`src/rtcseq_pkg.sv`:
```
// package: register map, device map, timing and types of the serial clock host sequencer
package rtcseq_pkg;

  // ----------------------------------------------------------------
  // apb register map of the sequencer
  // ----------------------------------------------------------------
  localparam logic [7:0] OFF_CMD      = 8'h00;
  localparam logic [7:0] OFF_CFG      = 8'h04;
  localparam logic [7:0] OFF_STATUS   = 8'h08;
  localparam logic [7:0] OFF_IRQ_STAT = 8'h0c;
  localparam logic [7:0] OFF_IRQ_MASK = 8'h10;
  localparam logic [7:0] OFF_BUF      = 8'h20;

  localparam int CFG_W          = 5;
  localparam int CFG_MON_BIT    = 0;
  localparam int CFG_AUTO_BIT   = 1;
  localparam int CFG_SUBSET_BIT = 2;
  localparam int CFG_WEN_BIT    = 3;
  localparam int CFG_DEN_BIT    = 4;
  localparam logic [CFG_W-1:0] CFG_RESET = 5'h00;

  localparam int ST_BUSY_BIT  = 0;
  localparam int ST_READY_BIT = 1;
  localparam int ST_PWRON_BIT = 2;
  localparam int ST_FIRST_BIT = 3;

  localparam int IRQ_W        = 4;
  localparam int IRQ_DONE_BIT = 0;
  localparam int IRQ_INIT_BIT = 1;
  localparam int IRQ_AUTO_BIT = 2;
  localparam int IRQ_LATE_BIT = 3;
  localparam logic [IRQ_W-1:0] IRQ_RESET = 4'h0;

  localparam logic [2:0] CMD_TIME_WRITE   = 3'h1;
  localparam logic [2:0] CMD_TIME_READ    = 3'h2;
  localparam logic [2:0] CMD_PERIODIC_ON  = 3'h3;
  localparam logic [2:0] CMD_ALARM_SET    = 3'h4;
  localparam logic [2:0] CMD_ALARM_CANCEL = 3'h5;

  // ----------------------------------------------------------------
  // data buffer: time bytes, then weekly and daily alarm bytes
  // ----------------------------------------------------------------
  localparam int BUF_WORDS    = 12;
  localparam int TIME_BYTES   = 7;
  localparam int SUBSET_BYTES = 5;
  localparam int ALW_BYTES    = 3;
  localparam int ALD_BYTES    = 2;
  localparam logic [3:0] BUF_TIME = 4'h0;
  localparam logic [3:0] BUF_ALW  = 4'h7;
  localparam logic [3:0] BUF_ALD  = 4'ha;

  // ----------------------------------------------------------------
  // map of the clock device
  // ----------------------------------------------------------------
  localparam logic [3:0] DEV_ADDR_SEC   = 4'h0;
  localparam logic [3:0] DEV_ADDR_ALW   = 4'h8;
  localparam logic [3:0] DEV_ADDR_ALD   = 4'hb;
  localparam logic [3:0] DEV_ADDR_CTRL1 = 4'he;
  localparam logic [3:0] DEV_ADDR_CTRL2 = 4'hf;
  localparam logic [3:0] DEV_MODE_WR    = 4'h0;
  localparam logic [3:0] DEV_MODE_RD    = 4'h4;

  localparam logic [7:0] CTRL1_PSEL_MASK  = 8'h07;
  localparam logic [7:0] CTRL1_PSEL_LVL1S = 8'h04;
  localparam int         CTRL1_WEN_BIT    = 7;
  localparam int         CTRL1_DEN_BIT    = 6;
  localparam int         CTRL1_PWRON_BIT  = 4;
  localparam logic [7:0] CTRL1_EN_MASK    = 8'hc0;
  localparam logic [7:0] CTRL2_DROP_MASK  = 8'h40;
  localparam logic [7:0] CTRL2_PIRQ_MASK  = 8'h04;
  localparam logic [7:0] ALW_CANCEL       = 8'h55;
  localparam logic [7:0] ALD_CANCEL       = 8'h56;

  // ----------------------------------------------------------------
  // timing
  // ----------------------------------------------------------------
  localparam int unsigned CLK_HZ         = 200_000_000;
  localparam int unsigned POWERUP_MS     = 2000;
  localparam int unsigned POWERUP_CYC    = POWERUP_MS * (CLK_HZ / 1000);
  localparam int unsigned READ_LIMIT_MS  = 1000;
  localparam int unsigned READ_LIMIT_CYC = READ_LIMIT_MS * (CLK_HZ / 1000);
  localparam int          SCLK_HALF_CYC  = 16;

  // ----------------------------------------------------------------
  // types
  // ----------------------------------------------------------------
  typedef enum logic [1:0] {SRC_BUF, SRC_CTRL, SRC_CONST} rtcseq_src_t;

  typedef enum logic [2:0] {
    OP_NONE, OP_PWRON_CHECK, OP_TIME_WRITE, OP_TIME_READ,
    OP_PERIODIC_ON, OP_ALARM_SET, OP_ALARM_CANCEL, OP_AUTO_READ
  } rtcseq_op_t;

  typedef enum {ST_WAIT_PWR, ST_IDLE, ST_SETUP, ST_CMD, ST_DATA, ST_HOLD, ST_GAP} rtcseq_state_t;

  typedef struct packed {
    logic [3:0]  addr;
    logic        rd;
    logic [3:0]  cnt;
    rtcseq_src_t src;
    logic [3:0]  base;
    logic [7:0]  andMask;
    logic [7:0]  orMask;
    logic [7:0]  constByte;
    logic        last;
  } rtcseq_frame_t;

endpackage

```
`src/rtcseq_sync2.sv`:
```
// two-flop synchroniser for pins from outside the clock domain
`timescale 1ns/1ps
module rtcseq_sync2 #(
  parameter int W = 1
) (
  input  wire logic         clk,
  input  wire logic         rst_b,
  input  wire logic         clkEn,
  input  wire logic [W-1:0] async,
  input  wire logic [W-1:0] resetLevel,
  output logic      [W-1:0] sync
);
  logic [W-1:0] meta;

  always_ff @(posedge clk) begin
    if (!rst_b) begin
      meta <= resetLevel;
      sync <= resetLevel;
    end else if (clkEn) begin
      meta <= async;
      sync <= meta;
    end
  end
endmodule // rtcseq_sync2

```
`src/rtcseq_shifter.sv`:
```
// byte shifter: drives the serial clock and data out, samples data in
`timescale 1ns/1ps
module rtcseq_shifter #(
  parameter int HALF_CYC = 16
) (
  input  wire logic       clk,
  input  wire logic       rst_b,
  input  wire logic       clkEn,
  input  wire logic       start,
  input  wire logic [7:0] txByte,
  input  wire logic       soBit,
  output logic            sclk,
  output logic            si,
  output logic            done,
  output logic [7:0]      rxByte
);
  localparam int HW = $clog2(HALF_CYC + 1);
  localparam logic [HW-1:0] HALF_LAST = HW'(HALF_CYC - 1);

  logic          active;
  logic [HW-1:0] halfCnt;
  logic [2:0]    bitCnt;
  logic [7:0]    sh;

  generate
    if (HALF_CYC < 3) begin : g_bad_half
      $error("HALF_CYC must be at least 3 to cover the input synchroniser");
    end
  endgenerate

  // ------------------------------------------------------------
  // msb first; si set up in the low half, so sampled at the end of the high half
  // ------------------------------------------------------------
  always_ff @(posedge clk) begin
    if (!rst_b) begin
      active  <= 1'b0;
      halfCnt <= '0;
      bitCnt  <= 3'h0;
      sh      <= 8'h00;
      sclk    <= 1'b0;
      si      <= 1'b0;
      done    <= 1'b0;
      rxByte  <= 8'h00;
    end else if (clkEn) begin
      done <= 1'b0;
      if (!active) begin
        if (start) begin
          active  <= 1'b1;
          sh      <= txByte;
          si      <= txByte[7];
          halfCnt <= '0;
          bitCnt  <= 3'h0;
          sclk    <= 1'b0;
        end
      end else if (halfCnt == HALF_LAST) begin
        halfCnt <= '0;
        if (!sclk) begin
          sclk <= 1'b1;
        end else begin
          sclk   <= 1'b0;
          rxByte <= {rxByte[6:0], soBit};
          if (bitCnt == 3'h7) begin
            active <= 1'b0;
            done   <= 1'b1;
          end else begin
            bitCnt <= bitCnt + 3'h1;
            sh     <= {sh[6:0], 1'b0};
            si     <= sh[6];
          end
        end
      end else begin
        halfCnt <= halfCnt + HW'(1);
      end
    end
  end
endmodule // rtcseq_shifter

```
`src/rtcseq_host.sv`:
```
// host sequencer for a four-wire serial real-time clock, programmed over apb
//
// Summary of operation
// - wait two seconds after power-up before access
// - after seconds write, clear supply-drop flag once
// - select held across whole seconds-to-year write
// - select held across whole seconds-to-year read
// - select level mode; read within one second
// - clear periodic flag; device withdraws interrupt
// - full read first after write, subset later
// - clear alarm enables before changing alarm
// - set enables only after alarm fully written
// - cancel alarm with fixed weekly/daily patterns
//
// Chosen here: register access over APB and the placing of the registers.
`timescale 1ns/1ps
module rtcseq_host
  import rtcseq_pkg::*;
#(
  parameter int unsigned POWERUP_CYCLES    = POWERUP_CYC,
  parameter int unsigned READ_LIMIT_CYCLES = READ_LIMIT_CYC,
  parameter int          SCLK_HALF         = SCLK_HALF_CYC
) (
  input  wire logic        clk,
  input  wire logic        rst_b,
  input  wire logic        clkEn,
  input  wire logic        psel,
  input  wire logic        penable,
  input  wire logic        pwrite,
  input  wire logic [7:0]  paddr,
  input  wire logic [31:0] pwdata,
  output logic      [31:0] prdata,
  output logic             pready,
  output logic             pslverr,
  output logic             irq,
  output logic             chipEnable,
  output logic             serialClk,
  output logic             serialOut,
  input  wire logic        serialIn,
  input  wire logic        interruptPin_b
);

  generate
    if (POWERUP_CYCLES < 1 || READ_LIMIT_CYCLES < 1 || SCLK_HALF < 3) begin : g_bad_param
      $error("cycle counts must be at least one and SCLK_HALF at least 3");
    end
  endgenerate

  localparam logic [31:0] HALF_LAST = 32'(SCLK_HALF - 1);
  localparam logic [31:0] PWR_LAST  = 32'(POWERUP_CYCLES - 1);
  localparam logic [31:0] LATE_LIM  = 32'(READ_LIMIT_CYCLES);

  rtcseq_state_t  state;
  rtcseq_op_t     op;
  rtcseq_op_t     pendOp;
  rtcseq_op_t     next_op;
  rtcseq_frame_t  cur;
  rtcseq_frame_t  startFrame;
  rtcseq_frame_t  stepFrame;
  logic [2:0]     step;
  logic [3:0]     idx;
  logic [31:0]    waitCnt;
  logic [31:0]    lateCnt;
  logic [7:0]     ctrlByte;
  logic [7:0]     buffer [BUF_WORDS];
  logic [CFG_W-1:0] cfg;
  logic [IRQ_W-1:0] irqStat;
  logic [IRQ_W-1:0] irqMask;
  logic [IRQ_W-1:0] evPulse;
  logic           pwronFlag;
  logic           powered;
  logic           firstReadPend;
  logic           shStart;
  logic [7:0]     shTx;
  logic           shDone;
  logic [7:0]     shRx;
  logic [1:0]     pinSync;
  logic           soSync;
  logic           intLow;
  logic           halfDone;
  logic           cmdTake;
  logic [3:0]     txIdx;
  logic [7:0]     next_tx;
  logic           accessCyc;
  logic           apbWr;
  logic [5:0]     bufIdx;
  logic           bufHit;
  logic           addrOk;
  logic [31:0]    rdData;

  // ----------------------------------------------------------------
  // pins and shifter
  // ----------------------------------------------------------------
  rtcseq_sync2 #(.W(2)) u_sync (
    .clk        (clk),
    .rst_b      (rst_b),
    .clkEn      (clkEn),
    .async      ({serialIn, interruptPin_b}),
    .resetLevel (2'h1),
    .sync       (pinSync)
  );
  assign soSync = pinSync[1];
  assign intLow = ~pinSync[0];

  rtcseq_shifter #(.HALF_CYC(SCLK_HALF)) u_shift (
    .clk    (clk),
    .rst_b  (rst_b),
    .clkEn  (clkEn),
    .start  (shStart),
    .txByte (shTx),
    .soBit  (soSync),
    .sclk   (serialClk),
    .si     (serialOut),
    .done   (shDone),
    .rxByte (shRx)
  );

  // ----------------------------------------------------------------
  // frame list of each operation
  // ----------------------------------------------------------------
  function automatic rtcseq_frame_t frameOf(rtcseq_op_t o, logic [2:0] s, logic mon, logic subset,
                                            logic first, logic wen, logic den);
    rtcseq_frame_t f;
    f = '{addr: DEV_ADDR_CTRL1, rd: 1'b1, cnt: 4'h1, src: SRC_CTRL, base: 4'h0,
          andMask: 8'hff, orMask: 8'h00, constByte: 8'h00, last: 1'b0};
    case (o)
      OP_PWRON_CHECK: f.last = 1'b1;
      OP_TIME_WRITE: begin
        if (s == 3'h0) begin
          f = '{DEV_ADDR_SEC, 1'b0, 4'(TIME_BYTES), SRC_BUF, BUF_TIME, 8'hff, 8'h00, 8'h00, !mon};
        end else begin
          f.addr = DEV_ADDR_CTRL2;
          f.rd = (s == 3'h1);
          f.andMask = ~CTRL2_DROP_MASK;
          f.last = (s == 3'h2);
        end
      end
      OP_TIME_READ: f = '{DEV_ADDR_SEC, 1'b1, 4'(TIME_BYTES), SRC_BUF, BUF_TIME, 8'hff, 8'h00, 8'h00, 1'b1};
      OP_PERIODIC_ON: begin
        f.rd = (s == 3'h0);
        f.andMask = ~CTRL1_PSEL_MASK;
        f.orMask = CTRL1_PSEL_LVL1S;
        f.last = (s == 3'h1);
      end
      OP_AUTO_READ: begin
        if (s == 3'h0) begin
          f = '{DEV_ADDR_SEC, 1'b1, (first || !subset) ? 4'(TIME_BYTES) : 4'(SUBSET_BYTES),
                SRC_BUF, BUF_TIME, 8'hff, 8'h00, 8'h00, 1'b0};
        end else begin
          f.addr = DEV_ADDR_CTRL2;
          f.rd = (s == 3'h1);
          f.andMask = ~CTRL2_PIRQ_MASK;
          f.last = (s == 3'h2);
        end
      end
      OP_ALARM_SET, OP_ALARM_CANCEL: begin
        f.rd = (s == 3'h0);
        f.andMask = ~CTRL1_EN_MASK;
        if (s == 3'h2 || s == 3'h3) begin
          f.addr = (s == 3'h2) ? DEV_ADDR_ALW : DEV_ADDR_ALD;
          f.cnt = (s == 3'h2) ? 4'(ALW_BYTES) : 4'(ALD_BYTES);
          f.base = (s == 3'h2) ? BUF_ALW : BUF_ALD;
          f.src = (o == OP_ALARM_SET) ? SRC_BUF : SRC_CONST;
          f.constByte = (s == 3'h2) ? ALW_CANCEL : ALD_CANCEL;
          f.last = (o == OP_ALARM_CANCEL) && (s == 3'h3);
        end else if (s == 3'h4) begin
          f.orMask = 8'({wen, den}) << CTRL1_DEN_BIT;
          f.last = 1'b1;
        end
      end
      default: f.last = 1'b1;
    endcase
    return f;
  endfunction

  always_comb begin
    next_op = OP_NONE;
    if (state == ST_IDLE) begin
      if (cfg[CFG_AUTO_BIT] && intLow) begin
        next_op = OP_AUTO_READ;
      end else if (pendOp != OP_NONE) begin
        next_op = pendOp;
      end
    end
  end

  assign cmdTake    = (state == ST_IDLE) && (next_op != OP_NONE) && (next_op != OP_AUTO_READ);
  assign startFrame = frameOf(next_op, 3'h0, cfg[CFG_MON_BIT], cfg[CFG_SUBSET_BIT], firstReadPend,
                              cfg[CFG_WEN_BIT], cfg[CFG_DEN_BIT]);
  assign stepFrame  = frameOf(op, step + 3'h1, cfg[CFG_MON_BIT], cfg[CFG_SUBSET_BIT], firstReadPend,
                              cfg[CFG_WEN_BIT], cfg[CFG_DEN_BIT]);
  assign halfDone   = (waitCnt == HALF_LAST);
  assign txIdx      = (state == ST_CMD) ? 4'h0 : idx + 4'h1;

  always_comb begin
    next_tx = 8'h00;
    if (!cur.rd) begin
      case (cur.src)
        SRC_BUF:   next_tx = buffer[cur.base + txIdx];
        SRC_CTRL:  next_tx = (ctrlByte & cur.andMask) | cur.orMask;
        SRC_CONST: next_tx = cur.constByte;
        default:   next_tx = 8'h00;
      endcase
    end
  end

  // ----------------------------------------------------------------
  // sequencer: frames framed by chip enable, bytes through the shifter
  // ----------------------------------------------------------------
  always_ff @(posedge clk) begin
    if (!rst_b) begin
      state         <= ST_WAIT_PWR;
      op            <= OP_NONE;
      cur           <= '0;
      step          <= 3'h0;
      idx           <= 4'h0;
      waitCnt       <= 32'h0;
      lateCnt       <= 32'h0;
      ctrlByte      <= 8'h00;
      chipEnable    <= 1'b0;
      shStart       <= 1'b0;
      shTx          <= 8'h00;
      evPulse       <= '0;
      pwronFlag     <= 1'b0;
      powered       <= 1'b0;
      firstReadPend <= 1'b1;
    end else if (clkEn) begin
      shStart <= 1'b0;
      evPulse <= '0;
      if (lateCnt != 32'hffff_ffff) begin
        lateCnt <= lateCnt + 32'h1;
      end
      case (state)
        ST_WAIT_PWR: begin
          if (waitCnt == PWR_LAST) begin
            waitCnt <= 32'h0;
            powered <= 1'b1;
            op      <= OP_PWRON_CHECK;
            step    <= 3'h0;
            cur     <= frameOf(OP_PWRON_CHECK, 3'h0, 1'b0, 1'b0, 1'b0, 1'b0, 1'b0);
            state   <= ST_SETUP;
          end else begin
            waitCnt <= waitCnt + 32'h1;
          end
        end
        ST_IDLE: begin
          if (next_op != OP_NONE) begin
            op      <= next_op;
            step    <= 3'h0;
            cur     <= startFrame;
            lateCnt <= 32'h0;
            waitCnt <= 32'h0;
            state   <= ST_SETUP;
          end
        end
        ST_SETUP: begin
          chipEnable <= 1'b1;
          if (halfDone) begin
            waitCnt <= 32'h0;
            shStart <= 1'b1;
            shTx    <= {cur.addr, cur.rd ? DEV_MODE_RD : DEV_MODE_WR};
            state   <= ST_CMD;
          end else begin
            waitCnt <= waitCnt + 32'h1;
          end
        end
        ST_CMD, ST_DATA: begin
          if (shDone) begin
            if (state == ST_DATA && cur.rd && cur.src == SRC_CTRL) begin
              ctrlByte <= shRx;
            end
            if (state == ST_DATA && idx == cur.cnt - 4'h1) begin
              state <= ST_HOLD;
            end else begin
              idx     <= txIdx;
              shStart <= 1'b1;
              shTx    <= next_tx;
              state   <= ST_DATA;
            end
          end
        end
        ST_HOLD: begin
          if (halfDone) begin
            waitCnt    <= 32'h0;
            chipEnable <= 1'b0;
            state      <= ST_GAP;
          end else begin
            waitCnt <= waitCnt + 32'h1;
          end
        end
        ST_GAP: begin
          if (halfDone) begin
            waitCnt <= 32'h0;
            idx     <= 4'h0;
            if (op == OP_PWRON_CHECK) begin
              pwronFlag             <= ctrlByte[CTRL1_PWRON_BIT];
              evPulse[IRQ_INIT_BIT] <= ctrlByte[CTRL1_PWRON_BIT];
            end
            if (op == OP_AUTO_READ && step == 3'h0) begin
              evPulse[IRQ_LATE_BIT] <= (lateCnt >= LATE_LIM);
              firstReadPend         <= 1'b0;
            end
            if (op == OP_TIME_WRITE && step == 3'h0) begin
              firstReadPend <= 1'b1;
            end
            if (cur.last) begin
              evPulse[IRQ_DONE_BIT] <= (op != OP_AUTO_READ);
              evPulse[IRQ_AUTO_BIT] <= (op == OP_AUTO_READ);
              op    <= OP_NONE;
              state <= ST_IDLE;
            end else begin
              step  <= step + 3'h1;
              cur   <= stepFrame;
              state <= ST_SETUP;
            end
          end else begin
            waitCnt <= waitCnt + 32'h1;
          end
        end
        default: state <= ST_IDLE;
      endcase
    end
  end

  // ----------------------------------------------------------------
  // apb slave: two-cycle access phase, pready from a flop
  // ----------------------------------------------------------------
  assign accessCyc = psel & penable & ~pready;
  assign apbWr     = psel & penable & pready & pwrite;
  assign bufIdx    = 6'(paddr[7:2] - OFF_BUF[7:2]);
  assign bufHit    = (paddr >= OFF_BUF) && (bufIdx < 6'(BUF_WORDS));
  assign addrOk    = (paddr[1:0] == 2'h0) && (bufHit || paddr == OFF_CMD || paddr == OFF_CFG ||
                     paddr == OFF_STATUS || paddr == OFF_IRQ_STAT || paddr == OFF_IRQ_MASK);

  always_comb begin
    rdData = 32'h0;
    if (bufHit) begin
      rdData = {24'h0, buffer[bufIdx[3:0]]};
    end else begin
      case (paddr)
        OFF_CFG:      rdData = 32'(cfg);
        OFF_IRQ_STAT: rdData = 32'(irqStat);
        OFF_IRQ_MASK: rdData = 32'(irqMask);
        OFF_STATUS: begin
          rdData[ST_BUSY_BIT]  = (state != ST_IDLE) || (pendOp != OP_NONE);
          rdData[ST_READY_BIT] = powered;
          rdData[ST_PWRON_BIT] = pwronFlag;
          rdData[ST_FIRST_BIT] = firstReadPend;
        end
        default: rdData = 32'h0;
      endcase
    end
  end

  always_ff @(posedge clk) begin
    if (!rst_b) begin
      pready  <= 1'b0;
      pslverr <= 1'b0;
      prdata  <= 32'h0;
      cfg     <= CFG_RESET;
      irqMask <= IRQ_RESET;
      pendOp  <= OP_NONE;
    end else if (clkEn) begin
      pready  <= accessCyc;
      pslverr <= accessCyc & ~addrOk;
      if (accessCyc) begin
        prdata <= pwrite ? 32'h0 : rdData;
      end
      if (cmdTake) begin
        pendOp <= OP_NONE;
      end
      if (apbWr && addrOk) begin
        if (paddr == OFF_CFG) begin
          cfg <= pwdata[CFG_W-1:0];
        end
        if (paddr == OFF_IRQ_MASK) begin
          irqMask <= pwdata[IRQ_W-1:0];
        end
        if (paddr == OFF_CMD && pendOp == OP_NONE && state == ST_IDLE) begin
          case (pwdata[2:0])
            CMD_TIME_WRITE:   pendOp <= OP_TIME_WRITE;
            CMD_TIME_READ:    pendOp <= OP_TIME_READ;
            CMD_PERIODIC_ON:  pendOp <= OP_PERIODIC_ON;
            CMD_ALARM_SET:    pendOp <= OP_ALARM_SET;
            CMD_ALARM_CANCEL: pendOp <= OP_ALARM_CANCEL;
            default:          pendOp <= OP_NONE;
          endcase
        end
      end
    end
  end

  // ----------------------------------------------------------------
  // data buffer: read bursts land here, software fills it while idle
  // ----------------------------------------------------------------
  always_ff @(posedge clk) begin
    if (!rst_b) begin
      for (int i = 0; i < BUF_WORDS; i++) begin
        buffer[i] <= 8'h00;
      end
    end else if (clkEn) begin
      if (state == ST_DATA && shDone && cur.rd && cur.src == SRC_BUF) begin
        buffer[cur.base + idx] <= shRx;
      end else if (apbWr && bufHit && paddr[1:0] == 2'h0 && state == ST_IDLE) begin
        buffer[bufIdx[3:0]] <= pwdata[7:0];
      end
    end
  end

  // ----------------------------------------------------------------
  // interrupt status: write one to clear, a new event wins
  // ----------------------------------------------------------------
  always_ff @(posedge clk) begin
    if (!rst_b) begin
      irqStat <= IRQ_RESET;
      irq     <= 1'b0;
    end else if (clkEn) begin
      irqStat <= (irqStat & ~((apbWr && paddr == OFF_IRQ_STAT) ? pwdata[IRQ_W-1:0] : IRQ_RESET)) | evPulse;
      irq     <= |(irqStat & irqMask);
    end
  end

endmodule // rtcseq_host

```
`config.mk`:
```
export PLATFORM = sky130hd
export DESIGN_NAME = rtcseq_host
export DESIGN_NICKNAME = d
export VERILOG_FILES = /design/src/rtcseq_pkg.sv /design/src/rtcseq_sync2.sv /design/src/rtcseq_shifter.sv /design/src/rtcseq_host.sv
export SDC_FILE = /design/constraint.sdc
export NUM_CORES = 1
export LEC_CHECK = 0
export BUFFER_PORTS_ARGS = -buffer_cell sky130_fd_sc_hd__buf_2
export CAP_MARGIN = 20
export CORE_UTILIZATION = 25
export DETAILED_ROUTE_END_ITERATION = 10
export PLACE_DENSITY = 0.35
export SLEW_MARGIN = 20
export SYNTH_ARGS = -nofsm -noshare
export SYNTH_HDL_FRONTEND = slang
export SYNTH_HIERARCHICAL = 1
export SYNTH_SLANG_ARGS = --single-unit
export TNS_END_PERCENT = 1
```
`constraint.sdc`:
```
create_clock -name clk -period 5 [get_ports clk]
set_input_delay 1 -clock clk [delete_from_list [all_inputs] [get_ports clk]]
set_output_delay 1 -clock clk [all_outputs]
set_load 0.02 [all_outputs]
```
Word-level counts from Yosys, hierarchy flattened. Memories as Yosys holds them, arrays and structs flattened. Cells that the tools add are included.

Bits in registers: 253. RAM bits: 96. Logic and storage cells: 353. Memories: 1. Output and inout bits: 38.

Memory list: buffer (words 12, bits a word 8, rd ports 2, clocked after memory_dff 0, wr ports 12, RTL line rtcseq_host.sv:65) `logic [7:0] buffer [BUF_WORDS];`.

Reduce and logical (&&, ||, !) cells: 77. $add $sub $neg: 10. Multiplexer cells: 149. Equality and inequality tests: 58. Bitwise logic cells: 14. $lt $le $gt $ge: 3.

Operators by type and width (count): two-way mux 32 bit (13); one-hot mux 32 bit (6 select lines) (1); two-way mux 40 bit (4); equality test 32 x 3 -> 1 bit (second input constant) (4); one-hot mux 40 bit (3 select lines) (1); equality test 32 x 2 -> 1 bit (second input constant) (3); one-hot mux 32 bit (3 select lines) (1); two-way mux 8 bit (10); two-way mux 3 bit (23); adder 32 x 1 -> 32 bit (second input constant) (2); equality test 32 x 4 -> 1 bit (second input constant) (2); one-hot mux 16 bit (4 select lines) (1); two-way mux 7 bit (8); two-way mux 1 bit (48); two-way mux 4 bit (11); one-hot mux 10 bit (4 select lines) (1); equality test 3 bit (second input constant) (12); equality test 32 x 1 -> 1 bit (second input constant) (1); equality test 32 x 29 -> 1 bit (second input constant) (1); greater-or-equal comparator 32 x 28 -> 1 bit (second input constant) (1); logical NOT 32 bit (1); inequality test 32 x 2 -> 1 bit (second input constant) (1); inequality test 32 bit (second input constant) (1); one-hot mux 4 bit (4 select lines) (2); 57 further kinds (158).

Longest topological paths before layout. Gate-level depths: netlist of run 1.

Word-level depth: 13. Gate-level depth with buffers: 13. Gate-level depth less buffers: 10.

Modules after synthesis. Netlist of run 1, hierarchy kept.

By module, submodules not included: rtcseq_host (instances 1, area each 15004.4 um^2, sequential area each 6906.6 um^2, cells each 1499); rtcseq_shifter (instances 1, area each 1273.7 um^2, sequential area each 540.5 um^2, cells each 144); rtcseq_sync2 (instances 1, area each 171.4 um^2, sequential area each 120.1 um^2, cells each 9).

Worst setup path after synthesis of run 1. No wires, ideal clock.

Path kind: input port to flip-flop. From: input paddr[5]. To: memory buffer[8][0], enable pin. Cell stages on the path: 11. Setup time: 0.329 ns. Path buffers: 2. Arrival: 3.753 ns. Path slack: 0.918 ns. Data required time: 4.671 ns. Path through: clkbuf_1 inv_1 ha_1 nor2b_1 a2111o_1 or3_1 buf_2 mux2i_4 o31ai_4 nand2_4 nand2_1.

RTL lines: start, declared (RTL line rtcseq_host.sv:30) `input wire logic [7:0] paddr,`; end, declared (RTL line rtcseq_host.sv:65).

==> out/results.ini, run 1 <==
[run]
maxCapViolations=0

[min_path]
hold_class=reg -> reg
hold_path_startpoint=u_shift/halfCnt[4]
hold_path_depth=2
hold_path_end=u_shift/halfCnt[4]

[sta]
grt_setup_unrepaired=no
min_period_ns=3.79
worst_slack_ns=1.21
maxSlewViolCount=0
finClkSkew_ns=0.0320
slew_headroom=0.338
tightest_slew_ns=0.990
clock.fmax_mhz=264
hold_viol_final=0
finalSetupTns_ns=0
finalCritPeriodShare=0.759
setup_violations=0

[grt]
grt_pass1_vias=12057
grt_start_max_net_pins=62
antenna_found_initial=0
gr-total-overflow=0
grt_pass1_wl_um=78600
grt_usage=0.154

[floorplanning]
ioPinCount=86
core.rowCount=93
start_util=0.254
fp.dieW_um=259
dieArea_um2=66800
chipHeight_um=259
core_area_um2=64700

[final_layout]
layout-drive-gt1-share=0.158
layoutNonFillerInstCount=2572
diodes=0
area_delta_synth_final_pct=16.1
fin_area_um2=19100
final_nets=1754

[worst_setup_path]
worstPathRequired_ns=5.23
cpPeakStageDelay_ns=0.57
worst_setup_path_start_kind=input port
rrSetupSlack_ns=1.37
critical_path.cell_chain=buf_2 > inv_1 > ha_1 > nor2b_1 > a2111o_1 > or3_1 > mux2i_4 > o31ai_4 > nand2_4 > nand2_1
cp-end-kind=flip-flop
r2r-start=state[1]
crit_path_max_fanout=9
rr_endpoint=shTx[5]
cp_num_buf_inv=2
reg2regPathDepth=8
worst_path_dominant_cell_family=simple AND/OR/NAND/NOR gates
cp_slowest_cell=or3_1
crit_start=paddr[5]
critPathArrivalTime_ns=4.02
crit_type=in -> reg

[placed_design]
placed_cells=2494
gp_congestion=0.823
place_ws_ns=0.582
io_buffers=37
placed_cell_area_um2=17600
dp_hpwl_um=36800

[drt]
antenna_left=0
num_vias=12391
via_per_inst=4.82
post_drt_wl_per_cell_um=20.2
wl_um=52000
drtIter0Drc=738
drc=0
dr.pass1.iters=5

[cts]
clkSlewWorstSetupHoldPaths_ns=0.05
cts_buffers=42
ctsHoldBuffers=0
post_cts_buffers=0
cts.htree.levels=2
cts.sinks=312
clkLatencyLatePin_ns=0.58
ctsResizeCount=0
clockRootBuffer=clkbuf_16
cts_tree=yes
clockBufferDepth=3

[power]
design_power_total_mw=6.32
powerDensity_nw_per_um2=331
p_leak_nw=6.38
peakVddDrop_mv=0.224

[yosys]
synth-async-reset-ratio=0
ys.flop_type=dfxtp_1
synth_area_leaders=edfxtp_1 24%, dfxtp_1 22%, mux4_2 7.7%
yosys-top-cells-count=200 x nor2_1, 180 x dfxtp_1, 168 x nand2_1
synth_seq_area_share=0.460
syn_area_um2=16400
synth-edff-count=132
synth_most_common_cell=nor2_1
synth_area_leader_cell=edfxtp_1
ys_ff_latch=312
synthCells=1652
synthDistinctLibCells=89
yosysTopAreaCellShare=0.241
yosysWarningCount=6
postSynthAreaPerCell_um2=9.96

[outcome]
status=finished clean

[worst max path at each step]
stage | endpoint | slack, ns | depth (start not counted)
finish | buffer[9][6] | 1.21 | 10
global route | buffer[8][5] | 1.04 | 10
CTS | buffer[8][2] | 1.19 | 10
detailed placement | buffer[9][6] | 0.58 | 10
global placement | buffer[9][6] | 0.61 | 10
floorplan | buffer[8][0] | 0.92 | 11
[through the flow]
step | util | hold slack (ns)
floorplan | - | 0.420
global placement | 0.272 | 0.432
detailed placement | 0.272 | 0.435
CTS | 0.295 | 0.443
global route | 0.295 | 0.473
finish | 0.295 | 0.444
[layout make-up]
class | instances | area (um^2)
Timing Repair Buffer | 84 | 541
Multi-Input combinational cell | 1204 | 8250
Fill cell | 6795 | 45600
Tap cell | 855 | 1070
Clock inverter | 29 | 397
Sequential cell | 312 | 7570
Inverter | 39 | 146
Clock buffer | 49 | 1140
[where the power goes]
part	leakage [nW]	internal [mW]	switching (mW)	total (mW)
Combinational	3.00	0.0973	0.173	0.270
Sequential	2.62	2.70	0.0289	2.73
Clock	0.756	2.10	1.23	3.33
[layer usage]
metal | GRT usage | share of wire | vias up
li1 | - | - | 5990
met1 | 0.222 | 0.49 | 6136
met2 | 0.243 | 0.46 | 211
met3 | 0.0189 | 0.032 | 54
met4 | 0.0404 | 0.018 | 0
met5 | 0 | 0 | -
[sequential cells by signal (all words and copies together), names as in the netlist, 3 cells and up]
signal / flops
pendOp: 3
shTx: 8
u_shift/sh: 7
state: 3
u_shift/bitCnt: 3
idx: 4
buffer: 128
irqStat: 4
ctrlByte: 8
step: 3
irqMask: 4
prdata: 8
evPulse: 4
u_shift/rxByte: 8
op: 3
cfg: 5
u_shift/halfCnt: 5
waitCnt: 32
lateCnt: 32
cur: 24
[placed cells by master, fill, tap and decap left out, types with 8 or more instances in the layout]
cell type	count
a21boi_0	17
a21oi_1	67
a22oi_1	13
a31oi_1	13
and2_1	8
and3_1	12
buf_2	36
buf_4	48
bufinv_16	9
clkbuf_16	43
clkinv_2	11
conb_1	28
dfxtp_1	180
edfxtp_1	132
ha_1	20
inv_1	39
mux2_2	14
mux2i_1	53
mux4_2	56
nand2_1	168
nand2b_1	19
nand3_1	72
nand4_1	34
nor2_1	200
nor2b_1	50
nor3_1	30
nor3b_1	8
nor4_1	19
o21ai_0	62
o22ai_1	11
or3_1	17
xnor2_1	40
xor2_1	30
[worst register-to-register path, cell delays in order (launching register included)]
cell and delay [ns]:
dfxtp_1 0.52, and3b_1 0.39, nor2_1 0.08, ha_2 0.93
buf_4 0.39, mux4_2 0.52, mux2i_1 0.33, nor3_1 0.08
o31a_1 0.25
[cells by family (layout without fill, tap and decap cells)]
family | count (synthesis) | after routing | share of synthesized area
other | 2 | 28 | 0.000457
xor gates and xnor gates | 71 | 71 | 0.0378
DFF | 312 | 312 | 0.460
adders and majority gates | 23 | 23 | 0.0184
and+or+nand+nor | 692 | 692 | 0.208
buffers and inverters | 162 | 201 | 0.0459
AOI/OAI and AO/OA | 266 | 266 | 0.109
muxes | 124 | 124 | 0.120
(Power assumes the default switching activity.)
==> inputs of run 2 (changes only) <==
- ABC_AREA: not set -> 1
- PLACE_DENSITY: 0.35 -> 0.37
- clock period: 5 -> 3.2 ns (I/O delays scaled with it)
==> out/results.ini, run 2 <==
[outcome]
status=finished clean

[min_path]
hold_class=in -> reg
hold_path_startpoint=interruptPin_b

[worst_setup_path]
worst_path_dominant_cell_family=simple AND/OR/NAND/NOR gates
worst_setup_path_start_kind=flip-flop
cp_num_buf_inv=3
crit_top_cell=nand2_1
crit_path_max_fanout=18
r2r-start=state[1]
cp-end-kind=flip-flop
cpPeakStageDelay_ns=0.57
critPathArrivalTime_ns=3.47
cp_slowest_cell=fa_2
crit_type=reg -> reg
worstPathRequired_ns=3.64
critical_path.cell_chain=nand2_1 > nor2_4 > nor2_1 > ha_2 > fa_2 > inv_1 > buf_12 > buf_12 > a21oi_1 > o21ai_0 > nand2_1 > nand2_1 > nand2_1 > nand2_1 > nand3_1 > nand2_1 > nand2_1 > a21oi_1
crit_start=state[1]

[yosys]
postSynthAreaPerCell_um2=6.93
synth_seq_area_share=0.415
syn_area_um2=18200
synth_area_leader_cell=edfxtp_1
synthDistinctLibCells=58
synth-edff-count=132
synth_area_leaders=edfxtp_1 22%, dfxtp_1 20%, nand2_1 16%
ys_ff_latch=312
ys.flop_type=dfxtp_1
yosys-top-cells-count=756 x nand2_1, 359 x nor2_1, 258 x inv_1
synth-async-reset-ratio=0
yosysTopAreaCellShare=0.218
synthCells=2629
yosysWarningCount=6
synth_most_common_cell=nand2_1

[cts]
clockRootBuffer=clkbuf_16
clockBufferDepth=3
clkLatencyLatePin_ns=0.59
cts_buffers=43
cts_tree=yes
ctsHoldBuffers=0
clkSlewWorstSetupHoldPaths_ns=0.06
cts.sinks=312
cts.htree.levels=2

[grt]
grt_start_max_net_pins=84
grt_usage=0.175
antenna_found_initial=3
grt_pass1_vias=16956
gr-total-overflow=0
grt_pass1_wl_um=101000

[floorplanning]
dieArea_um2=74000
core.rowCount=98
core_area_um2=71900
ioPinCount=86
chipHeight_um=272
start_util=0.254
fp.dieW_um=272

[final_layout]
layout-drive-gt1-share=0.0938
final_common_cell=nand2_1
largest_reg_flops=128
mostFrequentLayoutCells=756 x nand2_1, 358 x nor2_1, 258 x inv_1
layoutNonFillerInstCount=3679
largestRegisters=buffer x128, lateCnt x32, waitCnt x32
area_delta_synth_final_pct=16.5
fill_cells=7952
final_nets=2767
top_register=buffer
diodes=0
fin_area_um2=21200

[drt]
drc=0
top_layer_used=met4
met1_length_um=29200
wl_um=64900
drtIter0Drc=1180
antenna_left=0
dr_wl_met3_um=2430
dr.pass1.iters=5
post_drt_wl_per_cell_um=17.7
num_vias=17303
via_per_inst=4.70
met2_length_um=31700

[sta]
tightest_slew_ns=0.646
slew_headroom=0.567
finalCritPeriodShare=0.947
grt_setup_unrepaired=no
setup_violations=0
finalSetupTns_ns=0
clock.fmax_mhz=330
min_period_ns=3.03
hold_viol_final=0
finClkSkew_ns=0.0383
maxSlewViolCount=0

[power]
powerDensity_nw_per_um2=470
p_leak_nw=8.36
design_power_total_mw=9.99
peakVddDrop_mv=0.317

[placed_design]
placed_cell_area_um2=19900
dp_hpwl_um=47900
io_buffers=37
placed_cells=3601
gp_congestion=0.886

[run]
maxCapViolations=0

## run 2: cell count changes after synthesis, sizes merged, moves of 71 or more
cell,previous run,this run
inv,39,266
a21oi,67,146
o21ai,70,141
nor2,203,372
nand2,178,778
nand3,72,226
## run 2: layout make-up
type	instances	area [um^2]	area share
Clock buffer	60	1200	0.0565
Timing Repair Buffer	125	1010	0.0478
Inverter	272	1020	0.0481
Sequential cell	312	7570	0.356
Multi-Input combinational cell	1942	9080	0.428
Clock inverter	18	161	0.00760
Tap cell	950	1190	0.0560
## run 2: final timing paths
path,end,slack [ns],cells after the start
setup / recovery,shTx[7],0.17,18
setup reg to reg,shTx[7],0.17,18
hold / removal,u_sync/meta[0],0.34,3
hold reg to reg,prdata[0],0.47,2
## run 2: kinds of logic (layout without fill, tap and decap cells)
logic type      Yosys count  count (layout)  synth area share
xor+xnor                 36              36            0.0173
compound gates          365             365             0.111
flops                   312             312             0.415
fa+ha+maj                23              23            0.0166
buf+inv                 399             475            0.0920
other cells               2              26          0.000412
simple gates           1492            1492             0.347
## run 2: where the power goes
group	leakage [nW]	switching, mW	internal [mW]
sequential	2.86	0.0817	4.24
combinational	4.83	0.716	0.270
clock	0.674	1.90	2.78
total	8.36	2.70	7.29
## run 2: what timing repair did
item | 4_1_cts | 5_1_grt
setup buffers | 0 | 0
endpoints found under the setup margin | 2 | 4
gates resized for setup | 1 | 4
pin swaps | 0 | 1
## run 2: routing by layer
| layer | global-route usage | vias to the layer above |
|---|---|---|
| met1 | 0.226 | 8177 |
| met5 | 0 | - |
| met2 | 0.302 | 352 |
| met4 | 0.0540 | 0 |
| met3 | 0.0215 | 93 |
| li1 | - | 8681 |
## run 2: per-stage QoR
stage / utilization / worst slack (ns) / hold WS, ns
2_1_floorplan: - / 0.229 / 0.436
3_3_place_gp: 0.276 / -0.0188 / 0.454
3_5_place_dp: 0.276 / -0.0276 / 0.458
4_1_cts: 0.295 / 0.0805 / 0.304
5_1_grt: 0.296 / 0.00740 / 0.334
6_report: 0.296 / 0.169 / 0.343
## run 2: worst reg2reg max path: stages (launching register included)
cell     delay [ns]
dfxtp_2        0.36
nand2_1        0.11
nor2_4         0.22
nor2_1         0.08
ha_2           0.19
fa_2           0.58
inv_1          0.08
buf_12         0.16
buf_12         0.16
a21oi_1        0.10
o21ai_0        0.11
nand2_1        0.08
nand2_1        0.04
nand2_1        0.16
nand2_1        0.09
nand3_1        0.17
nand2_1        0.08
nand2_1        0.08
a21oi_1        0.07
